## config.mk

```make
export PLATFORM = sky130hd
export DESIGN_NAME = rmode_decode
export DESIGN_NICKNAME = d
export VERILOG_FILES = /design/src/pkg/rmode_pkg.sv /design/src/rtl/rmode_decode.sv
export SDC_FILE = /design/constraint.sdc
export NUM_CORES = 2
export LEC_CHECK = 0
export BUFFER_PORTS_ARGS = -buffer_cell sky130_fd_sc_hd__buf_4
export CAP_MARGIN = 20
export CORE_MARGIN = 2
export CORE_UTILIZATION = 30
export CTS_CLUSTER_SIZE = 14
export DETAILED_ROUTE_END_ITERATION = 16
export GPL_TIMING_DRIVEN = 0
export PLACE_DENSITY = 0.52
export SLEW_MARGIN = 20
export SYNTH_ARGS = -nofsm -noshare
export SYNTH_HDL_FRONTEND = slang
export SYNTH_SLANG_ARGS = --single-unit
```

## constraint.sdc

```tcl
create_clock -name CLK -period 8.2 [get_ports CLK]
set_input_delay 0.41 -clock CLK [delete_from_list [all_inputs] [get_ports CLK]]
set_output_delay 0.41 -clock CLK [all_outputs]
set_load 0.1 [all_outputs]
```

## src/pkg/rmode_pkg.sv

```systemverilog
// Package of encodings, state counts and constants for the addressing-mode decode unit.
package rmode_pkg;
  localparam logic [15:0] OPC_IDX_MASK   = 16'hF00F;
  localparam logic [15:0] OPC_ST_IDX_B   = 16'h0004;
  localparam logic [15:0] OPC_ST_IDX_W   = 16'h0005;
  localparam logic [15:0] OPC_ST_IDX_L   = 16'h0006;
  localparam logic [15:0] OPC_LD_IDX_B   = 16'h000C;
  localparam logic [15:0] OPC_LD_IDX_W   = 16'h000D;
  localparam logic [15:0] OPC_LD_IDX_L   = 16'h000E;
  localparam logic [15:0] OPC_REG_MASK   = 16'hF0FF;
  localparam logic [15:0] OPC_JMP_REL    = 16'h0023;
  localparam logic [15:0] OPC_CALL_REL   = 16'h0003;
  localparam logic [7:0]  OPC_ST_GB_B    = 8'hC0;
  localparam logic [7:0]  OPC_ST_GB_W    = 8'hC1;
  localparam logic [7:0]  OPC_ST_GB_L    = 8'hC2;
  localparam logic [7:0]  OPC_TRAP       = 8'hC3;
  localparam logic [7:0]  OPC_LD_GB_B    = 8'hC4;
  localparam logic [7:0]  OPC_LD_GB_W    = 8'hC5;
  localparam logic [7:0]  OPC_LD_GB_L    = 8'hC6;
  localparam logic [7:0]  OPC_ADDR_LIT   = 8'hC7;
  localparam logic [7:0]  OPC_TST_IMM    = 8'hC8;
  localparam logic [7:0]  OPC_AND_IMM    = 8'hC9;
  localparam logic [7:0]  OPC_XOR_IMM    = 8'hCA;
  localparam logic [7:0]  OPC_OR_IMM     = 8'hCB;
  localparam logic [7:0]  OPC_TST_MEM    = 8'hCC;
  localparam logic [7:0]  OPC_AND_MEM    = 8'hCD;
  localparam logic [7:0]  OPC_XOR_MEM    = 8'hCE;
  localparam logic [7:0]  OPC_OR_MEM     = 8'hCF;
  localparam logic [7:0]  OPC_COMPARE_EQUAL     = 8'h88;
  localparam logic [7:0]  OPC_BR_T       = 8'h89;
  localparam logic [7:0]  OPC_BR_F       = 8'h8B;
  localparam logic [7:0]  OPC_BR_T_DLY   = 8'h8D;
  localparam logic [7:0]  OPC_BR_F_DLY   = 8'h8F;
  localparam logic [3:0]  OPC_LD_PC_W    = 4'h9;
  localparam logic [3:0]  OPC_LD_PC_L    = 4'hD;
  localparam logic [3:0]  OPC_JUMP_DISP  = 4'hA;
  localparam logic [3:0]  OPC_CALL_DISP  = 4'hB;
  localparam logic [3:0]  OPC_ADD_IMM    = 4'h7;
  localparam logic [3:0]  OPC_MOV_IMM    = 4'hE;
  // Access sizes on the memory port.
  localparam logic [1:0]  SZ_BYTE        = 2'h0;
  localparam logic [1:0]  SZ_WORD        = 2'h1;
  localparam logic [1:0]  SZ_LONG        = 2'h2;
  // Execution state counts.
  localparam logic [3:0]  ST_ONE         = 4'h1;
  localparam logic [3:0]  ST_DELAYED     = 4'h2;
  localparam logic [3:0]  ST_RMW         = 4'h3;
  localparam logic [3:0]  ST_BRANCH      = 4'h3;
  localparam logic [3:0]  ST_TRAP        = 4'h8;
  localparam logic [31:0] LONG_STEP      = 32'h0000_0004;
  localparam logic [3:0]  IDX_ZERO       = 4'h0;
endpackage : rmode_pkg

```

## src/rtl/rmode_decode.sv

```systemverilog
// Decode and execute unit for indexed, base, PC-relative, branch, immediate and trap forms.
// What this block does
// - Indexed store source to zero plus target.
// - Indexed load sign-extends byte and word.
// - Base store scales offset by size.
// - Base load into zero, sign-extend narrow.
// - Byte AND read-modify-write, three states.
// - Byte test sets flag, no write.
// - Byte XOR and OR modify, flag kept.
// - PC word load, sign-extended, two states.
// - PC longword load into target register.
// - Address of literal into zero register.
// - Register-relative jump and call, delayed.
// - Newer variant only for those encodings.
// - Conditional branch: three taken, one not.
// - Delayed conditional branch, newer variant only: two taken, one not.
// - Unconditional relative jump, delayed, two states.
// - Relative call saves return, two states.
// - Immediate add into target register.
// - Immediate logic on zero, flag kept.
// - Compare equal literal sets flag.
// - Immediate transfer sign-extends literal.
// - Immediate test sets flag on zero.
// - Trap pushes PC and status, vectors.
`timescale 1ns/100ps
`default_nettype none
module rmode_decode
  import rmode_pkg::*;
#(
  parameter bit NEWER_VARIANT = 1'b1
) (
  // Clock and reset.
  input  wire logic        CLK,
  input  wire logic        RST,
  // Instruction issue.
  input  wire logic        INSN_VALID,
  input  wire logic [15:0] INSN,
  input  wire logic [31:0] PC_IN,
  // Register file read values and core registers.
  input  wire logic [31:0] SOURCE_VAL,
  input  wire logic [31:0] TARGET_VAL,
  input  wire logic [31:0] ZERO_VAL,
  input  wire logic [31:0] GLOBAL_BASE,
  input  wire logic [31:0] VECTOR_BASE,
  input  wire logic [31:0] STACK_PTR,
  input  wire logic [31:0] STATUS_VAL,
  // Memory read data, valid in the cycle after a read request.
  input  wire logic [31:0] MEM_RDATA,
  // Memory request.
  output logic             MEM_REQ,
  output logic             MEM_WE,
  output logic [1:0]       MEM_SIZE,
  output logic [31:0]      MEM_ADDR,
  output logic [31:0]      MEM_WDATA,
  // Register write back.
  output logic             REG_WE,
  output logic [3:0]       REG_IDX,
  output logic [31:0]      REG_WDATA,
  output logic             RET_WE,
  output logic [31:0]      RET_WDATA,
  output logic             SP_WE,
  output logic [31:0]      SP_WDATA,
  // Flow control and status.
  output logic             PC_WE,
  output logic [31:0]      PC_WDATA,
  output logic             DELAY_SLOT,
  output logic             FLAG_Q,
  output logic             BUSY,
  output logic             ILLEGAL
);
  typedef enum logic [2:0] {S_IDLE, S_LOAD, S_RMW_RD, S_RMW_WR, S_WAIT, S_TRAP} state_e;
  typedef struct packed {
    state_e      st;
    logic [3:0]  cnt;
    logic        ld_sext;
    logic [1:0]  ld_size;
    logic [3:0]  ld_idx;
    logic [1:0]  rmw_op;
    logic [7:0]  lit;
    logic [31:0] tmp;
    logic        mem_req;
    logic        mem_we;
    logic [1:0]  mem_size;
    logic [31:0] mem_addr;
    logic [31:0] mem_wdata;
    logic        reg_we;
    logic [3:0]  reg_idx;
    logic [31:0] reg_wdata;
    logic        ret_we;
    logic [31:0] ret_wdata;
    logic        sp_we;
    logic [31:0] sp_wdata;
    logic        pc_we;
    logic [31:0] pc_wdata;
    logic        delay_slot;
    logic        flag;
    logic        illegal;
    logic        busy;
  } core_s;
  core_s q, d;

  logic [3:0]  fn;
  logic [7:0]  hi8;
  logic [31:0] off8_u, off8_s, off12_s, lit_s, gb_ofs, rmw_addr;
  logic [7:0]  rmw_res;

  // Field extraction; data offsets are zero-extended, branch offsets sign-extended.
  assign fn       = INSN[11:8];
  assign hi8      = INSN[15:8];
  assign off8_u   = {24'h000000, INSN[7:0]};
  assign off8_s   = {{24{INSN[7]}}, INSN[7:0]};
  assign off12_s  = {{20{INSN[11]}}, INSN[11:0]};
  assign lit_s    = {{24{INSN[7]}}, INSN[7:0]};
  assign gb_ofs   = GLOBAL_BASE + (off8_u << INSN[9:8]);
  assign rmw_addr = ZERO_VAL + GLOBAL_BASE;

  // Modify step of the byte read-modify-write forms.
  always_comb begin
    case (q.rmw_op)
      2'h1:    rmw_res = MEM_RDATA[7:0] & q.lit;
      2'h2:    rmw_res = MEM_RDATA[7:0] ^ q.lit;
      2'h3:    rmw_res = MEM_RDATA[7:0] | q.lit;
      default: rmw_res = MEM_RDATA[7:0] & q.lit;
    endcase
  end

  // Next-state logic; strobes fall back to zero each cycle so they act as pulses.
  always_comb begin
    d            = q;
    d.mem_req    = 1'b0;
    d.mem_we     = 1'b0;
    d.reg_we     = 1'b0;
    d.ret_we     = 1'b0;
    d.sp_we      = 1'b0;
    d.pc_we      = 1'b0;
    d.delay_slot = 1'b0;
    d.illegal    = 1'b0;
    case (q.st)
      S_IDLE: begin
        if (INSN_VALID) begin
          d.cnt = ST_ONE;
          if (((INSN & OPC_IDX_MASK) == OPC_ST_IDX_B) || ((INSN & OPC_IDX_MASK) == OPC_ST_IDX_W)
              || ((INSN & OPC_IDX_MASK) == OPC_ST_IDX_L)) begin
            d.mem_req   = 1'b1;
            d.mem_we    = 1'b1;
            d.mem_size  = INSN[1:0];
            d.mem_addr  = ZERO_VAL + TARGET_VAL;
            d.mem_wdata = SOURCE_VAL;
          end else if (((INSN & OPC_IDX_MASK) == OPC_LD_IDX_B)
              || ((INSN & OPC_IDX_MASK) == OPC_LD_IDX_W)
              || ((INSN & OPC_IDX_MASK) == OPC_LD_IDX_L)) begin
            d.mem_req  = 1'b1;
            d.mem_size = INSN[1:0];
            d.mem_addr = ZERO_VAL + SOURCE_VAL;
            d.ld_size  = INSN[1:0];
            d.ld_sext  = (INSN[1:0] != SZ_LONG);
            d.ld_idx   = fn;
            d.st       = S_LOAD;
          end else if ((INSN & OPC_REG_MASK) == OPC_JMP_REL
              || (INSN & OPC_REG_MASK) == OPC_CALL_REL) begin
            if (NEWER_VARIANT) begin
              d.pc_we      = 1'b1;
              d.pc_wdata   = TARGET_VAL + PC_IN;
              d.delay_slot = 1'b1;
              d.ret_we     = ~INSN[5];
              d.ret_wdata  = PC_IN;
              d.cnt        = ST_DELAYED - ST_ONE;
              d.st         = S_WAIT;
            end else begin
              d.illegal = 1'b1;
            end
          end else if (hi8 == OPC_ST_GB_B || hi8 == OPC_ST_GB_W || hi8 == OPC_ST_GB_L) begin
            d.mem_req   = 1'b1;
            d.mem_we    = 1'b1;
            d.mem_size  = INSN[9:8];
            d.mem_addr  = gb_ofs;
            d.mem_wdata = ZERO_VAL;
          end else if (hi8 == OPC_LD_GB_B || hi8 == OPC_LD_GB_W || hi8 == OPC_LD_GB_L) begin
            d.mem_req  = 1'b1;
            d.mem_size = INSN[9:8];
            d.mem_addr = gb_ofs;
            d.ld_size  = INSN[9:8];
            d.ld_sext  = (INSN[9:8] != SZ_LONG);
            d.ld_idx   = IDX_ZERO;
            d.st       = S_LOAD;
          end else if (hi8 == OPC_AND_MEM || hi8 == OPC_TST_MEM || hi8 == OPC_XOR_MEM
              || hi8 == OPC_OR_MEM) begin
            d.mem_req  = 1'b1;
            d.mem_size = SZ_BYTE;
            d.mem_addr = rmw_addr;
            d.lit      = INSN[7:0];
            d.rmw_op   = INSN[9:8];
            d.st       = S_RMW_RD;
          end else if (INSN[15:12] == OPC_LD_PC_W || INSN[15:12] == OPC_LD_PC_L) begin
            d.mem_req  = 1'b1;
            d.mem_size = INSN[14] ? SZ_LONG : SZ_WORD;
            d.mem_addr = PC_IN + (INSN[14] ? (off8_u << 2) : (off8_u << 1));
            d.ld_size  = d.mem_size;
            d.ld_sext  = ~INSN[14];
            d.ld_idx   = fn;
            d.st       = S_LOAD;
          end else if (hi8 == OPC_ADDR_LIT) begin
            d.reg_we    = 1'b1;
            d.reg_idx   = IDX_ZERO;
            d.reg_wdata = PC_IN + (off8_u << 2);
          end else if (hi8 == OPC_BR_T || hi8 == OPC_BR_F || hi8 == OPC_BR_T_DLY
              || hi8 == OPC_BR_F_DLY) begin
            if (INSN[10] && !NEWER_VARIANT) begin
              d.illegal = 1'b1;
            end else if (q.flag == ~INSN[9]) begin
              d.pc_we      = 1'b1;
              d.pc_wdata   = PC_IN + (off8_s << 1);
              d.delay_slot = INSN[10];
              d.cnt        = (INSN[10] ? ST_DELAYED : ST_BRANCH) - ST_ONE;
              d.st         = S_WAIT;
            end
          end else if (INSN[15:12] == OPC_JUMP_DISP || INSN[15:12] == OPC_CALL_DISP) begin
            d.pc_we      = 1'b1;
            d.pc_wdata   = PC_IN + (off12_s << 1);
            d.delay_slot = 1'b1;
            d.ret_we     = INSN[12];
            d.ret_wdata  = PC_IN;
            d.cnt        = ST_DELAYED - ST_ONE;
            d.st         = S_WAIT;
          end else if (INSN[15:12] == OPC_ADD_IMM) begin
            d.reg_we    = 1'b1;
            d.reg_idx   = fn;
            d.reg_wdata = TARGET_VAL + lit_s;
          end else if (INSN[15:12] == OPC_MOV_IMM) begin
            d.reg_we    = 1'b1;
            d.reg_idx   = fn;
            d.reg_wdata = lit_s;
          end else if (hi8 == OPC_AND_IMM || hi8 == OPC_XOR_IMM || hi8 == OPC_OR_IMM) begin
            d.reg_we  = 1'b1;
            d.reg_idx = IDX_ZERO;
            d.reg_wdata = (hi8 == OPC_AND_IMM) ? (ZERO_VAL & off8_u)
                        : (hi8 == OPC_XOR_IMM) ? (ZERO_VAL ^ off8_u) : (ZERO_VAL | off8_u);
          end else if (hi8 == OPC_COMPARE_EQUAL) begin
            d.flag = (ZERO_VAL == lit_s);
          end else if (hi8 == OPC_TST_IMM) begin
            d.flag = ((ZERO_VAL & off8_u) == 32'h0000_0000);
          end else if (hi8 == OPC_TRAP) begin
            // Status goes first, the return PC second, then the vector is fetched.
            d.mem_req   = 1'b1;
            d.mem_we    = 1'b1;
            d.mem_size  = SZ_LONG;
            d.mem_addr  = STACK_PTR - LONG_STEP;
            d.mem_wdata = STATUS_VAL;
            d.tmp       = PC_IN;
            d.lit       = INSN[7:0];
            d.cnt       = ST_ONE;
            d.st        = S_TRAP;
          end else begin
            d.illegal = 1'b1;
          end
        end
      end
      S_LOAD: begin
        // Narrow loads sign-extend; longwords pass unchanged.
        d.reg_we  = 1'b1;
        d.reg_idx = q.ld_idx;
        case (q.ld_size)
          SZ_BYTE: d.reg_wdata = {{24{MEM_RDATA[7]}}, MEM_RDATA[7:0]};
          SZ_WORD: d.reg_wdata = {{16{MEM_RDATA[15]}}, MEM_RDATA[15:0]};
          default: d.reg_wdata = MEM_RDATA;
        endcase
        d.st = S_IDLE;
      end
      S_RMW_RD: begin
        if (q.rmw_op == 2'h0) begin
          d.flag = ((MEM_RDATA[7:0] & q.lit) == 8'h00);
        end else begin
          d.mem_req   = 1'b1;
          d.mem_we    = 1'b1;
          d.mem_wdata = {24'h000000, rmw_res};
        end
        d.st = S_RMW_WR;
      end
      S_RMW_WR: begin
        d.st = S_IDLE;
      end
      S_WAIT: begin
        d.cnt = q.cnt - ST_ONE;
        if (q.cnt == ST_ONE) begin
          d.st = S_IDLE;
        end
      end
      S_TRAP: begin
        d.cnt = q.cnt + ST_ONE;
        if (q.cnt == ST_ONE) begin
          d.mem_req   = 1'b1;
          d.mem_we    = 1'b1;
          d.mem_addr  = STACK_PTR - (LONG_STEP << 1);
          d.mem_wdata = q.tmp;
          d.sp_we     = 1'b1;
          d.sp_wdata  = STACK_PTR - (LONG_STEP << 1);
        end else if (q.cnt == 4'h2) begin
          d.mem_req  = 1'b1;
          d.mem_addr = VECTOR_BASE + ({24'h000000, q.lit} << 2);
        end else if (q.cnt == 4'h4) begin
          d.pc_we    = 1'b1;
          d.pc_wdata = MEM_RDATA;
        end
        if (q.cnt == ST_TRAP - ST_ONE) begin
          d.st = S_IDLE;
        end
      end
      default: d.st = S_IDLE;
    endcase
    // Busy is registered so that the output comes straight from a flip-flop.
    d.busy = (d.st != S_IDLE);
  end

  // State register; the flag and all strobes clear on reset.
  always_ff @(posedge CLK) begin
    if (RST) begin
      q <= '0;
    end else begin
      q <= d;
    end
  end

  assign MEM_REQ    = q.mem_req;
  assign MEM_WE     = q.mem_we;
  assign MEM_SIZE   = q.mem_size;
  assign MEM_ADDR   = q.mem_addr;
  assign MEM_WDATA  = q.mem_wdata;
  assign REG_WE     = q.reg_we;
  assign REG_IDX    = q.reg_idx;
  assign REG_WDATA  = q.reg_wdata;
  assign RET_WE     = q.ret_we;
  assign RET_WDATA  = q.ret_wdata;
  assign SP_WE      = q.sp_we;
  assign SP_WDATA   = q.sp_wdata;
  assign PC_WE      = q.pc_we;
  assign PC_WDATA   = q.pc_wdata;
  assign DELAY_SLOT = q.delay_slot;
  assign FLAG_Q     = q.flag;
  assign BUSY       = q.busy;
  assign ILLEGAL    = q.illegal;

  // Checks.
  property p_rmw_three;
    @(posedge CLK) disable iff (RST) (INSN_VALID && !BUSY && hi8 == OPC_AND_MEM)
      |=> BUSY ##1 BUSY ##1 !BUSY;
  endproperty
  a_rmw_three: assert property (p_rmw_three) else $error("rmw not three states");
  property p_test_nowrite;
    @(posedge CLK) disable iff (RST) (INSN_VALID && !BUSY && hi8 == OPC_TST_MEM)
      |=> ##1 !MEM_WE;
  endproperty
  a_test_nowrite: assert property (p_test_nowrite) else $error("byte test wrote");
  property p_cmp;
    @(posedge CLK) disable iff (RST) (INSN_VALID && !BUSY && hi8 == OPC_COMPARE_EQUAL)
      |=> FLAG_Q == $past(ZERO_VAL == lit_s);
  endproperty
  a_cmp: assert property (p_cmp) else $error("compare flag wrong");
  property p_jump_disp;
    @(posedge CLK) disable iff (RST) (INSN_VALID && !BUSY && INSN[15:12] == OPC_JUMP_DISP)
      |=> PC_WE && DELAY_SLOT && $stable(FLAG_Q) ##1 !BUSY;
  endproperty
  a_jump_disp: assert property (p_jump_disp) else $error("jump not two states");
  property p_trap;
    @(posedge CLK) disable iff (RST) (INSN_VALID && !BUSY && hi8 == OPC_TRAP)
      |=> BUSY [*7] ##1 !BUSY;
  endproperty
  a_trap: assert property (p_trap) else $error("trap not eight states");
  property p_true_skip;
    @(posedge CLK) disable iff (RST) (INSN_VALID && !BUSY && hi8 == OPC_BR_T && !FLAG_Q)
      |=> !PC_WE && !BUSY;
  endproperty
  a_true_skip: assert property (p_true_skip) else $error("untaken branch slow");
  property p_true_taken;
    @(posedge CLK) disable iff (RST) (INSN_VALID && !BUSY && hi8 == OPC_BR_T && FLAG_Q)
      |=> PC_WE ##1 BUSY ##1 !BUSY;
  endproperty
  a_true_taken: assert property (p_true_taken) else $error("taken branch not three");
  property p_idx_st;
    @(posedge CLK) disable iff (RST)
      (INSN_VALID && !BUSY && (INSN & OPC_IDX_MASK) == OPC_ST_IDX_L)
      |=> MEM_WE && MEM_ADDR == $past(ZERO_VAL + TARGET_VAL) && !BUSY;
  endproperty
  a_idx_st: assert property (p_idx_st) else $error("indexed store wrong");
  c_trap: cover property (@(posedge CLK) disable iff (RST) PC_WE && BUSY);
  c_rmw: cover property (@(posedge CLK) disable iff (RST) MEM_WE && q.st == S_RMW_WR);
  c_load: cover property (@(posedge CLK) disable iff (RST) REG_WE && REG_IDX == IDX_ZERO);
endmodule : rmode_decode
`default_nettype wire

```

* Word level (Yosys, flattened, before mapping) *
Index checks and enable logic that the tools add are counted.

storage, ports and cells
  flip-flop bits (word level) = 264
  input port bits = 307
  output and inout bits = 208

operators by class
  $add $sub $neg = 16
  equal/unequal tests = 145
  shifts and indexed selects = 1
  muxes and demuxes = 157
  bitwise gates (word level) = 15
  reduce and logical (&&, ||, !) cells = 46

operators by type and width
  operator                                     count
  two-way mux 178 bit                          11
  two-way mux 108 bit                          16
  two-way mux 102 bit                          10
  two-way mux 70 bit                           7
  two-way mux 56 bit                           7
  two-way mux 36 bit                           8
  two-way mux 34 bit                           8
  adder 32 bit                                 8
  two-way mux 33 bit                           7
  two-way mux 32 bit                           7
  two-way mux 194 bit                          1
  equality test 8 bit (second input constant)  21
  two-way mux 154 bit                          1
  two-way mux 37 bit                           4
  two-way mux 145 bit                          1
  two-way mux 68 bit                           2
  case mux 32 bit (2 select lines)             2
  != test 6 bit (second input constant)        17
  two-way mux 7 bit                            14
  adder 32 x 10 -> 32 bit                      3
  case mux 32 bit (3 select lines)             1
  two-way mux 42 bit                           2
  != test 9 bit (second input constant)        9
  case mux 37 bit (2 select lines)             1
  67 further kinds                             212

* Logic depth before layout (Yosys ltp) *
  depth after elaboration = 50
  mapped depth = 18
  depth with buffers taken out = 16

* Worst setup path before layout *
OpenSTA, ideal clock, no wires.

  path kind = in2reg
  from = in INSN[8]
  to = reg q (netlist bit MEM_ADDR[16])
  arrival = 4097 ps
  data required time = 8080 ps
  slack = 3984 ps
  stages on the path = 16
  path buffers = 3
  cells stage by stage = clkbuf_1 > clkbuf_1 > buf_1 > nor3_1 > ha_1 > fa_1 > a211oi_1 > o21ai_1 > a2111oi_0 > o21bai_1 > a21oi_2 > nor3b_1 > xor2_1 > a22oi_1 > a21oi_1 > o31a_1

on the way
  cells in the longest elaborated chain, start to end = 12
  elaborated cells between the ends (all ways) = 53
  classes of those cells = add/sub: 1; eq/ne: 30; shift: 1; mux: 8; reduce/logical: 13

RTL lines
  item                                                   RTL line             RTL
  from (decl)                                            rmode_decode.sv:37   input wire logic [15:0] INSN,
  branches (longest 12 deep; another with adder 32 bit)  -
  to (signal assigned)                                   rmode_decode.sv:317  q <= '0;
  to (signal assigned)                                   rmode_decode.sv:319  q <= d;
  to (decl)                                              rmode_decode.sv:100  core_s q, d;

Parallel ways; which one is timed is not known. The select of a mux whose other input is x is not followed.
A chain may end at the register's enable or synchronous reset.

* Final worst setup path *
  from = in INSN[8]
  to = reg q (netlist bit MEM_ADDR[28])

Same word-level chain as after synthesis.

==> metrics <==
ys flop type=dfxtp_1; worst hold path depth=2; drt drc=0; Slew @ Worst Pin=1370 ps; Leak=15.4 nW; drt via density=5.93; Critical Path RT=8660 ps; Hold Crit Endpoint=SP_WDATA[3]; placed cell area=between 0.03 and 0.04 mm^2; Synth Warn #=0; Top cell by count, worst path=clkbuf_1; first-pass GRT wire length=roughly 250000 um; met2 Resource Use GR=roughly 54%; GRT busiest layer=met2; Syn Inst Count=~4300; Reg-to-Reg Start=q[262]; Max IR drop VDD=0.000133 V; Area growth syn-to-layout=22.7%; met1 usage=45.2%; Area contributors post-synth=dfxtp_1, ha_1, a21oi_1, nand2_1, xnor2_1; Iter 0 DRT Violations=4476; max-slew violations=0; row count=approximately 120; slack of the worst reg-to-reg path=approximately 3500 ps; Routed wire per std cell=approximately 30 um; TritonCTS Buffers=39; Tcrit/Tclk final=71.5%; Worst Hold Launch=STACK_PTR[3]; initial antenna violation count=16; P_sw=2.43 mW; port bufs=503; Boundary Pins=~520; sequential share of the synthesized area=about 17%; Net Sw Frac=between 40% and 50%; count leader, synth=nand2_1; worst-case reg-to-reg path depth=10; RSZ-0062 raised after global routing=no; syn_area_per_cell=just over 7 um^2; global route overflow=0; GR Util met3=5.11%; Post-synth ARST share=0%; layout cells sized above 1=17.9%; finished layout cell area=0.0377 mm^2; Max Root-Sink Buffers=3; Seq cells post-synth=roughly 260; Setup Skew=35.5 ps; Critical Path End Type=register; crit path DAT=about 6300 ps; Initial Util=30.2%; endpoints failing hold=0; gpl congestion=1.01; slowest cell delay on critical path=960 ps; post-layout power=5.62 mW; combinational power share=43.2%; Die H=324 um; P_int=3.19 mW; Root Buffer Master=clkbuf_16; number of global-route vias before repair=33900; core area=~0.1 mm^2; f_max=171 MHz; max_cap viols=0; hold_buf cts=0; # Post-CTS Setup Buffers=0; Syn Nets=4866; Cell Area, Synth=0.0307 mm^2; largest net degree at the start of global routing=53; GRT Total Usage=34.1%; Setup Crit Path Kind=input pin to register; TritonCTS clock tree=built; worst r2r dst=q[218]; Pre-antenna DRT Iters=6; CP max FO=10; Hold WC Path Type=input pin to register; CP max-delay cell=a2111oi_0; most frequent cells after synthesis=nand2_1, a21oi_1, nor2_1; EDFF count, synth=0; setup total negative slack=0 ps; part of the power in registers=24.4%; fin crit period=5860 ps; pwr/cell area=149 mW/mm^2; clk_lat worst skew=630 ps; Final ANT Viol Nets=0; Worst-path clk slew=60 ps; Clock Power Share=32.4%; DR vias=36900; total die area=0.105 mm^2; Yosys top cell by area=dfxtp_1; CP cell instances=buf_4 -> clkbuf_1 -> clkbuf_1 -> buf_1 -> nor3_1 -> ha_1 -> fa_1 -> a211oi_1 -> o21ai_1 -> a2111oi_0 -> o31ai_1 -> nand3_1 -> xnor2_1 -> a221oi_1 -> o21ai_0 -> o221ai_1 -> a311oi_1; PostCTS Resize Cnt=0; Setup violations, final=0; DP Wirelength=about 150000 um; Yosys top cell area share=17.1%; crit path launch type=input pin; overall die width=324 um; Cell variety after synth=99; status=completed; wirelength, routed=187000 um; relative slew slack=8.52%; Nets=roughly 5400; Clock Sinks=263; htree depth=2
## logic make-up (layout without fill, tap and decap cells)
logic type	after synthesis	after routing	share of synthesized area [%]
compound gates	1422	1422	30.4
buf+inv	516	1095	8.78
other cells	0	8	0
mux	36	36	1.18
fa+ha+maj	291	291	12.1
simple gates	1412	1412	21.1
flops	263	263	17.1
xor+xnor	328	328	9.34
## worst max-delay path by stage
stage	startpoint	endpoint	slack, ps	cells past startpoint
after floorplan	INSN[8]	MEM_ADDR[16]	3980	16
after global placement	INSN[8]	MEM_ADDR[26]	2010	17
after detailed placement	INSN[8]	MEM_ADDR[28]	2110	17
after CTS	INSN[8]	MEM_ADDR[28]	2740	17
after global routing	INSN[8]	MEM_ADDR[28]	2290	17
final	INSN[8]	MEM_ADDR[28]	2340	17
## power by group through the flow
| stage | sequential (mW) | combinational [mW] | clock (mW) |
|---|---|---|---|
| floorplan | 1.39 | 1.51 | 0 |
| global placement | 1.40 | 2.35 | 0 |
| detailed placement | 1.40 | 2.36 | 0 |
| CTS | 1.37 | 2.37 | 1.84 |
| global route | 1.37 | 2.54 | 1.88 |
| finish | 1.37 | 2.43 | 1.82 |
## cell type report
cell class                      count  area, um^2
Multi-Input combinational cell   3489       22800
Sequential cell                   263        5270
Tap cell                         1368        1710
Antenna cell                        8        20.0
Buffer                            422        2360
Timing Repair Buffer              509        3870
Inverter                           94         353
Fill cell                       11100       64000
Clock buffer                       50        1100
Clock inverter                     20         225
## layer usage
metal	wire [um]	vias up
met3	16400	383
li1	-	16600
met2	83400	2056
met5	27	-
met1	77500	17900
met4	10100	4
## registers in the layout, summed over array words and instances, names as in the netlist
name	count
BUSY	1
REG_WE	1
MEM_SIZE	2
SP_WE	1
REG_WDATA	32
MEM_ADDR	32
FLAG_Q	1
MEM_WDATA	32
PC_WE	1
SP_WDATA	32
MEM_REQ	1
REG_IDX	4
RET_WDATA	32
DELAY_SLOT	1
RET_WE	1
MEM_WE	1
ILLEGAL	1
PC_WDATA	32
q	55
## critical path: cells and delay by family
kind,cells,cell delay (ps)
AOI/OAI and AO/OA,8,3070
buffers and inverters,4,1520
adders and majority gates,2,740
and+or+nand+nor,2,440
xor gates and xnor gates,1,110
## cell usage in the layout (no fill, tap or decap), types with 42 or more instances in the layout
cell type  instances
a21o_1            91
xnor2_1          189
xor2_1           139
buf_4            701
nor3_1            88
a221oi_1          47
nand2_1          477
o22ai_1           43
o21ai_0          236
o21a_1            42
clkbuf_1         178
dfxtp_1          263
a21oi_1          463
inv_1             94
nand4_1           43
a22oi_1           44
nand3_1           98
ha_1             281
a211oi_1         110
nor2_1           419
## through the flow
| step | util, % | worst slack (ps) | cells | hold slack, ps |
|---|---|---|---|---|
| 3_5_place_dp | 35.8 | 2110 | 6145 | 448 |
| 4_1_cts | 37.1 | 2740 | 6215 | 12.1 |
| 3_3_place_gp | 35.6 | 2010 | 6139 | 446 |
| 5_1_grt | 37.1 | 2290 | 6218 | 56.8 |
| 2_1_floorplan | - | 3980 | 4268 | 436 |
| 6_report | 37.1 | 2340 | 6223 | 35.7 |
Power figures use the tool's default switching activity.
